==> src/pio_pkg.sv <==
// Purpose: shared constants for the parallel port latch block
// Assumes: eleven port groups, each held in a 16-bit slot
// Notes:   group index order is P0 low, P0 high, P1 low, P1 high, P2..P8
package pio_pkg;

    // group layout
    localparam int GRP_COUNT = 11;
    localparam int SLOT_W    = 16;
    localparam int PIN_W     = GRP_COUNT * SLOT_W;
    localparam int GRP_W     = 4;

    localparam logic [GRP_W-1:0] GRP_P3 = 4'h5;
    localparam logic [GRP_W-1:0] GRP_P5 = 4'h7;
    localparam int               P3_MISSING_BIT = 14;

    // bits that exist behind each group, index 0 is rightmost
    localparam logic [GRP_COUNT-1:0][SLOT_W-1:0] IMPL_MASK = {
        16'h00ff, 16'h00ff, 16'h00ff, 16'hffff, 16'h00ff, 16'hbfff,
        16'hffff, 16'h00ff, 16'h00ff, 16'h00ff, 16'h00ff};
    // bits with an output driver and direction control
    localparam logic [GRP_COUNT-1:0][SLOT_W-1:0] OUT_MASK = {
        16'h00ff, 16'h00ff, 16'h00ff, 16'h0000, 16'h00ff, 16'hbfff,
        16'hffff, 16'h00ff, 16'h00ff, 16'h00ff, 16'h00ff};
    // bits whose driver may be switched to open drain
    localparam logic [GRP_COUNT-1:0][SLOT_W-1:0] OD_MASK = {
        16'h00ff, 16'h00ff, 16'h00ff, 16'h0000, 16'h00ff, 16'hbfff,
        16'hffff, 16'h0000, 16'h0000, 16'h0000, 16'h0000};

    // register port
    localparam int ADDR_W = 7;
    localparam int OFS_W  = 3;
    localparam logic [OFS_W-1:0] OFS_DATA  = 3'h0;
    localparam logic [OFS_W-1:0] OFS_DIR   = 3'h1;
    localparam logic [OFS_W-1:0] OFS_OD    = 3'h2;
    localparam logic [OFS_W-1:0] OFS_LATCH = 3'h3;
    localparam logic [OFS_W-1:0] OFS_SET   = 3'h4;
    localparam logic [OFS_W-1:0] OFS_CLR   = 3'h5;
    localparam logic [ADDR_W-1:0] ADDR_THR = 7'h58;

    // threshold select, one bit per byte
    localparam int THR_W = 14;
    localparam logic [THR_W-1:0] THR_MASK  = 14'h3fff;
    localparam logic [THR_W-1:0] THR_RESET = 14'h0000;

    // state time divider
    localparam int DIV_W         = 8;
    localparam int STATE_DIV_DEF = 2;

endpackage : pio_pkg

==> src/pio_in_sync.sv <==
// Purpose: pin synchroniser and input latch loaded once per state time
// Assumes: pins are asynchronous to SYS_CLK
// Notes:   latch holds between state ticks
`timescale 1ns/100ps
`default_nettype none
module pio_in_sync #(
    parameter int WIDTH = pio_pkg::PIN_W
) (
    // clock and reset
    input  wire logic             clk,
    input  wire logic             rst,
    // sampling
    input  wire logic             tick,
    input  wire logic [WIDTH-1:0] pin_in,
    output logic      [WIDTH-1:0] level
);

    typedef struct packed {
        logic [WIDTH-1:0] sync1;
        logic [WIDTH-1:0] sync2;
        logic [WIDTH-1:0] latch;
    } pio_sync_t;

    pio_sync_t st_reg;
    pio_sync_t st_next;

    always_comb
    begin
        st_next       = st_reg;
        st_next.sync1 = pin_in;
        st_next.sync2 = st_reg.sync1;
        if (tick)
        begin
            st_next.latch = st_reg.sync2;
        end
    end

    always_ff @(posedge clk or posedge rst)
    begin
        if (rst)
        begin
            st_reg <= '0;
        end
        else
        begin
            st_reg <= st_next;
        end
    end

    assign level = st_reg.latch;
endmodule : pio_in_sync
`default_nettype wire

==> src/pio_port_top.sv <==
// Purpose: output latches, direction, driver mode and threshold control of the ports
// Assumes: pins are grouped in 16-bit slots, unused slot bits are never driven
// Notes:   set and clear aliases give a single-access read-modify-write
`timescale 1ns/100ps
`default_nettype none
// Operation
// - port 0 is two independent byte halves with own latches and direction
// - port 1 is two separately addressed byte halves, bidirectional
// - port 2 is a full 16-bit bidirectional port
// - port 3 has 15 lines; bit 14 has no logic behind it
// - port 4 is an 8-bit bidirectional port
// - port 5 is 16-bit input only, no drivers or direction
// - ports 6, 7 and 8 are 8-bit bidirectional ports
// - ports 2, 3, 4, 6, 7, 8 select push-pull or open drain per bit
// - every port has a software TTL or CMOS threshold select
// - every pin is sampled into its input latch once per state time
// - writing an input pin only updates its output latch
// - reading an input pin returns its input latch
// - modify on an input pin uses pin level, result goes to latch
// - direction 1 enables the driver so writes reach the pin
// - reading an output pin returns its output latch
// - modify on an output pin uses and updates the latch
// - after reset every pin is an input and drives nothing
// - threshold is per byte; ports 0, 1, 2, 3 and 5 use two bits
module pio_port_top #(
    parameter int STATE_DIV = pio_pkg::STATE_DIV_DEF
) (
    // clock and reset
    input  wire logic                       SYS_CLK,
    input  wire logic                       RST,
    // register port
    input  wire logic [pio_pkg::ADDR_W-1:0] ADDR,
    input  wire logic [pio_pkg::SLOT_W-1:0] WDATA,
    input  wire logic                       WR,
    input  wire logic                       RD,
    output logic      [pio_pkg::SLOT_W-1:0] RDATA,
    // pins
    input  wire logic [pio_pkg::PIN_W-1:0]  PIN_IN,
    output logic      [pio_pkg::PIN_W-1:0]  PIN_OUT,
    output logic      [pio_pkg::PIN_W-1:0]  PIN_OE_N,
    output logic      [pio_pkg::PIN_W-1:0]  PIN_LEVEL,
    // input threshold select to pads, 1 = CMOS
    output logic      [pio_pkg::THR_W-1:0]  THRESH_CMOS
);

    localparam int GRP = pio_pkg::GRP_COUNT;
    localparam int SW  = pio_pkg::SLOT_W;

    typedef logic [GRP-1:0][SW-1:0] pio_slots_t;

    typedef struct packed {
        pio_slots_t                lat;
        pio_slots_t                dir;
        pio_slots_t                od;
        logic [pio_pkg::THR_W-1:0] thr;
        logic [pio_pkg::DIV_W-1:0] div;
        logic                      tick;
        pio_slots_t                pin_out;
        pio_slots_t                pin_oe_n;
        logic [SW-1:0]             rdata;
    } pio_state_t;

    pio_state_t                st_reg;
    pio_state_t                st_next;
    pio_slots_t                in_lat;
    logic [pio_pkg::GRP_W-1:0] grp;
    logic [pio_pkg::OFS_W-1:0] ofs;
    logic                      grp_ok;
    logic [SW-1:0]             view;

    // software view of a group: latch for outputs, pin for inputs
    function automatic logic [SW-1:0] pin_view(
        input logic [SW-1:0] lat,
        input logic [SW-1:0] dir,
        input logic [SW-1:0] inl,
        input logic [SW-1:0] mask
    );
        pin_view = ((lat & dir) | (inl & ~dir)) & mask;
    endfunction : pin_view

    pio_in_sync #(
        .WIDTH (pio_pkg::PIN_W)
    ) u_in_sync (
        .clk    (SYS_CLK),
        .rst    (RST),
        .tick   (st_reg.tick),
        .pin_in (PIN_IN),
        .level  (in_lat)
    );

    assign grp    = ADDR[pio_pkg::ADDR_W-1:pio_pkg::OFS_W];
    assign ofs    = ADDR[pio_pkg::OFS_W-1:0];
    assign grp_ok = (grp < pio_pkg::GRP_W'(GRP));
    // out of range groups see zero rather than an undefined slot
    assign view   = grp_ok ? pin_view(st_reg.lat[grp], st_reg.dir[grp], in_lat[grp],
                                      pio_pkg::IMPL_MASK[grp]) : '0;

    always_comb
    begin
        st_next       = st_reg;
        st_next.rdata = '0;

        // state time enable
        if (st_reg.div >= pio_pkg::DIV_W'(STATE_DIV - 1))
        begin
            st_next.div  = '0;
            st_next.tick = 1'b1;
        end
        else
        begin
            st_next.div  = st_reg.div + pio_pkg::DIV_W'(1);
            st_next.tick = 1'b0;
        end

        // writes; masks keep missing bits and port 5 outputs at zero
        if (WR && grp_ok)
        begin
            case (ofs)
                pio_pkg::OFS_DATA:
                begin
                    st_next.lat[grp] = WDATA & pio_pkg::OUT_MASK[grp];
                end
                pio_pkg::OFS_DIR:
                begin
                    st_next.dir[grp] = WDATA & pio_pkg::OUT_MASK[grp];
                end
                pio_pkg::OFS_OD:
                begin
                    st_next.od[grp] = WDATA & pio_pkg::OD_MASK[grp];
                end
                pio_pkg::OFS_SET:
                begin
                    st_next.lat[grp] = (view | WDATA) & pio_pkg::OUT_MASK[grp];
                end
                pio_pkg::OFS_CLR:
                begin
                    st_next.lat[grp] = (view & ~WDATA) & pio_pkg::OUT_MASK[grp];
                end
                default:
                begin
                    st_next.lat[grp] = st_reg.lat[grp];
                end
            endcase
        end
        else if (WR && (ADDR == pio_pkg::ADDR_THR))
        begin
            st_next.thr = WDATA[pio_pkg::THR_W-1:0] & pio_pkg::THR_MASK;
        end

        // reads answer in the next cycle; unmapped answers zero
        if (RD && grp_ok)
        begin
            case (ofs)
                pio_pkg::OFS_DATA:  st_next.rdata = view;
                pio_pkg::OFS_DIR:   st_next.rdata = st_reg.dir[grp];
                pio_pkg::OFS_OD:    st_next.rdata = st_reg.od[grp];
                pio_pkg::OFS_LATCH: st_next.rdata = st_reg.lat[grp];
                default:            st_next.rdata = '0;
            endcase
        end
        else if (RD && (ADDR == pio_pkg::ADDR_THR))
        begin
            st_next.rdata = {{(SW - pio_pkg::THR_W){1'b0}}, st_reg.thr};
        end

        // drivers built from next values so pins move with the latch
        for (int g = 0; g < GRP; g++)
        begin
            st_next.pin_out[g]  = st_next.lat[g];
            // open drain releases the pin for a one
            st_next.pin_oe_n[g] = ~(st_next.dir[g] & ~(st_next.od[g] & st_next.lat[g]));
        end
    end

    always_ff @(posedge SYS_CLK or posedge RST)
    begin
        if (RST)
        begin
            st_reg          <= '0;
            st_reg.thr      <= pio_pkg::THR_RESET;
            st_reg.pin_oe_n <= '1;
        end
        else
        begin
            st_reg <= st_next;
        end
    end

    assign RDATA       = st_reg.rdata;
    assign PIN_OUT     = st_reg.pin_out;
    assign PIN_OE_N    = st_reg.pin_oe_n;
    assign PIN_LEVEL   = in_lat;
    assign THRESH_CMOS = st_reg.thr;
endmodule : pio_port_top
`default_nettype wire

==> config.mk <==
export PLATFORM = sky130hd
export DESIGN_NAME = pio_port_top
export DESIGN_NICKNAME = d
export VERILOG_FILES = /design/src/pio_pkg.sv /design/src/pio_in_sync.sv /design/src/pio_port_top.sv
export SDC_FILE = /design/constraint.sdc
export NUM_CORES = 2
export LEC_CHECK = 0
export CORE_AREA = 2 2 361 363
export DETAILED_ROUTE_END_ITERATION = 16
export DIE_AREA = 0 0 363 365
export DONT_BUFFER_PORTS = 1
export PLACE_DENSITY_LB_ADDON = 0.2
export RECOVER_POWER = 50
export SETUP_SLACK_MARGIN = 0.02
export SLEW_MARGIN = 30
export SYNTH_ARGS = -nofsm -noshare
export SYNTH_HDL_FRONTEND = slang
export SYNTH_SLANG_ARGS = --single-unit
==> constraint.sdc <==
create_clock -name SYS_CLK -period 61.8 [get_ports SYS_CLK]
set_input_delay 12.36 -clock SYS_CLK [delete_from_list [all_inputs] [get_ports SYS_CLK]]
set_output_delay 12.36 -clock SYS_CLK [all_outputs]
set_load 0.01 [all_outputs]
After elaboration in Yosys (flattened, before gate mapping)
Memories as Yosys holds them, arrays and structs flattened. Cells that the tools add are included.

Add/sub/neg operators: 1. Order comparisons: 4. Eq/ne operators: 6. Mux-type cells: 28. Bitwise operators: 57. Reduce and logical (&&, ||, !) cells: 8.

Operators with widths (number): $bwmux 176 (6); $pmux 176 s4 (1); $mux 528 (1); $and 16x16->16 (30); $not 16->16 (24); $mux 176 (2); $bmux 16 s4 (4); $mux 16 (10); $demux 16 s4 (1); $pmux 16 s4 (1); $or 16x16->16 (2); $mux 14 (1); $mux 9 (1); $add 8x1->8 const B (1); $ge 8x1->1 const B (1); $eq 7x7->1 const B (1); $eq 3x2->1 const B (2); $eq 3x3->1 const B (2); $logic_and 1x1->1 (5); $lt 4x5->1 const B (1); $ge 4x1->1 const B (1); $lt 4x4->1 const B (1); $eq 3x1->1 const B (1); $logic_not 3->1 (1); 3 further kinds (3).

Bits in registers: 1271. ROM bits: 768. Output and inout bits: 558. Logic and storage cells: 158. Memories kept: 3.

Memories: (name not given) (words 16, bits a word 16, rd ports 1, clocked after memory_dff 0, wr ports 0, line pio_port_top.sv:137) `st_next.lat[grp] = (view & ~WDATA) & pio_pkg::OUT_MASK[grp];`; (name not given) (words 16, bits a word 16, rd ports 1, clocked after memory_dff 0, wr ports 0, line pio_port_top.sv:129) `st_next.od[grp] = WDATA & pio_pkg::OD_MASK[grp];`; (name not given) (words 16, bits a word 16, rd ports 1, clocked after memory_dff 0, wr ports 0, line pio_port_top.sv:96) `pio_pkg::IMPL_MASK[grp]) : '0;`.

Logic depth before layout (Yosys ltp)
Word-level depth: 16. Gate-level depth with buffers: 15.

Modules after synthesis
Synthesis repeated with hierarchy kept, for this count alone.

Cells, all modules: 5033. Area total of the unflattened synthesis: 58424.8 um2.

Modules (own cells, without submodules): pio_port_top (instances 1, cells each 4132, area each 41173.2 um2, sequential area each 18813.0 um2); pio_in_sync (instances 1, cells each 901, area each 17251.5 um2, sequential area each 13212.7 um2).

Least setup slack after synthesis
OpenSTA, ideal clock, no wires.

Path type: in2reg. Start: input ADDR[4] (netlist bit). End: register st_reg, in the netlist PIN_OE_N[16]. Setup time: 0.077 ns. Arrival time: 15.015 ns. Data required time: 61.723 ns. Slack: 46.708 ns. Cell stages on the path: 14. Path buffers: 5. Path through: buf_2 -> buf_4 -> buf_4 -> buf_2 -> buf_2 -> inv_1 -> ha_1 -> nor3b_4 -> o22ai_1 -> a221oi_1 -> o211ai_1 -> a21oi_1 -> o22ai_1 -> a21bo_2.

RTL lines: start: declaration (line pio_port_top.sv:32) `input wire logic [pio_pkg::ADDR_W-1:0] ADDR,`; end signal: assignment (line pio_port_top.sv:185) `st_reg <= st_next;`; end: declaration (line pio_port_top.sv:63) `pio_state_t st_reg;`.

==> metrics.yaml <==
outcome:
  outcome: "finished with violations"
  violations: "capacitance limit, slew limit"
critical_path:
  critPathKind: "in2async"
  cp.required_ns: 62.63
  rrSetupSlack_ns: 56.52
  startpoint: "RST"
  r2r-end: "u_in_sync.level[116]$_DFFE_PP0P_"
  worstReg2RegStart: "st_reg[368]$_DFF_PP0_"
  cp-end-kind: "async pin"
  worstSetupStartpointType: "input pin"
  ff2ff_path_depth: 2
  cp_max_fo: 150
  arrival_ns: 25.18
clocking:
  clk_pin_slew_worst_paths_ns: 0.06
  cts-hold-fix-buffers: 0
  cts_buffers: 136
  cts_tree: "built"
  cts_buffer_depth: 3
  clock_sinks: 1271
  cts_root_buf: "clkbuf_16"
  htreeDepth: 4
  cts_resized: 0
  worstSkewPairLatency_ns: 0.80
  postCtsSetupBuffers: 0
yosys:
  syn_area_um2: 57600
  ys_seq_elements: 1271
  synthArstFlopShare_pct: 100
  syn_inst: 5035
  syn_avg_cell_area_um2: 11.4
  synth_ff_type: "dfrtp_1"
  yosysUniqueCellTypes: 75
  yosysWarningCount: 0
  synth_edf_count: 0
  seq_area_frac_synth_pct: 55.6
final_layout:
  layout_commonest_cell: "dfrtp_1"
  stdcell_count: 6198
  final_cell_mix: "1095 x dfrtp_1, 449 x nand2_1, 375 x o21ai_0"
  area_growth_pct: 3.78
  largest_reg_flops: 361
  drive_above_1_share_pct: 16.9
  fin_nets: 4606
  finish.utilization_pct: 46.5
  n_fill_cell: 11500
timing:
  period_needed_ns: 24.35
  hold_viol: 0
  tns_ns: 0
  worst_pin_slew_ns: 7.72
  setup-violations-final: 0
  maxSlewViolCount: 683
  holdWs_ns: 0.342
  rsz0062_at_grt: "no"
  relSlewSlack_pct: -415
  fin_crit_sh_pct: 39.4
  skew_ns: 0.0557
  max_freq_ghz: 0.0411
placed_design:
  dp_cells: 5930
  io_buffer_count: 0
  place_hpwl_mm: 164
  place_congestion: 1.01
power_and_ir_drop:
  power_density_nw_per_um2: 33.2
  power.leakage_nw: 25.8
  peakVddDrop_mv: 0.0320
floorplan:
  die_height_um: 365
  num_rows: 132
  io_pins: 761
  coreArea_um2: 129000
  fp.dieW_um: 363
  start_util_pct: 44.8
  die-area_um2: 132000
grt:
  grt-ovfl-total: 0
  grt_pass1_wl_mm: 310
  first_global_vias: 37900
  grtUsageTotal_pct: 33.8
  grt_start_max_net_pins: 200
  antenna_found_initial: 44
drt:
  antenna_left: 0
  totalWireLength_mm: 227
  drcViolationCount: 0
  num_vias: 38400
  viasPerCell: 6.20
  drt_pass1_iterations: 6
  dr.first_iter.drc_count: 4440
  wl_per_cell_um: 36.6
worst_hold_path:
  holdPathEnd: "u_in_sync.st_reg[177]$_DFF_PP0_"
  hold_start: "u_in_sync.st_next[177]$_DFF_PP0_"
  hp-class: "reg2reg"
  holdPathStages: 0
flow_run:
  maxCapViolCount: 9
==> cell usage after synthesis, types with 35 or more instances <==
master / count / area share (%)
o211ai_1: 41 / 0.53
o21ai_0: 375 / 3.3
dfrtp_1: 1095 / 48
dfstp_2: 176 / 8.0
clkbuf_1: 232 / 1.5
nand2_1: 456 / 3.0
a21bo_1: 35 / 0.61
a21oi_1: 181 / 1.6
nor2_1: 233 / 1.5
a221oi_1: 60 / 0.91
o21a_1: 85 / 1.1
a21bo_2: 55 / 0.95
and2_1: 159 / 1.7
o31ai_1: 36 / 0.47
inv_1: 114 / 0.74
o21ai_1: 35 / 0.30
buf_4: 572 / 7.4
buf_2: 45 / 0.39
mux2i_1: 144 / 2.5
mux4_2: 85 / 3.3
o22ai_1: 89 / 0.97
a221o_1: 49 / 0.85
mux2_2: 236 / 4.6
==> critical path, stage by stage <==
cell	delay [ns]
clkinvlp_2	0.85
clkbuf_1	3.34
clkbuf_1	5.64
buf_6	0.87
buf_6	0.61
buf_4	0.63
buf_6	0.59
==> metrics by stage <==
step                      instance area, um2  setup slack (ns)  power, mW
after floorplan                        57700             13.91       1.09
after global placement                 54900             44.64       1.14
after detailed placement               55000             44.60       1.14
after CTS                              59800             45.39       2.00
after global routing                   59800             34.71       2.05
final                                  59800             37.45       1.99
==> worst max-delay path by stage <==
stage                            endpoint  slack, ns
finish              st_reg[481]$_DFF_PP0_      37.45
global route        st_reg[481]$_DFF_PP0_      34.71
CTS                 st_reg[481]$_DFF_PP0_      45.39
detailed placement  st_reg[497]$_DFF_PP0_      44.60
global placement    st_reg[466]$_DFF_PP0_      44.64
floorplan            PIN_OUT[0]$_DFF_PP0_      13.91
==> layout make-up <==
| class | instances | area [um2] | share of cell area [%] |
|---|---|---|---|
| clock inverters | 45 | 801 | 1.34 |
| multi-input cells | 2781 | 19700 | 33.0 |
| flip-flops and latches | 1271 | 32000 | 53.5 |
| inverters | 116 | 437 | 0.730 |
| diodes | 18 | 45.0 | 0.0753 |
| well taps | 1675 | 2100 | 3.50 |
| clock buffers | 204 | 4000 | 6.68 |
| repair buffers | 88 | 688 | 1.15 |
==> cell families (layout without fill, tap and decap cells) <==
group           after synthesis  count (layout)  share of synthesized area, %
buf+inv                     987             453                          10.4
mux                         466             466                          10.5
compound gates             1288            1288                          15.3
fa+ha+maj                     9               9                         0.195
xor+xnor                      2               2                        0.0304
simple gates               1011            1011                          8.01
flops                      1271            1271                          55.6
other cells                   1              23                       0.00650
==> report_power, final <==
part           total, mW  switching [mW]  internal (mW)
Combinational      0.187           0.126         0.0610
Clock              0.857           0.362          0.495
Sequential         0.946          0.0692          0.876
==> per-layer routing <==
layer | part of all wire [%] | vias to the layer above | wire [um] | GRT usage (%)
li1 | - | 16000 | - | -
met1 | 36 | 19700 | 81000 | 39.5
met2 | 47 | 2160 | 106000 | 53.9
met3 | 11 | 556 | 24700 | 12.5
met4 | 6.5 | 40 | 14700 | 18.9
met5 | 0.12 | - | 276 | 0
(Power assumes the default switching activity.)
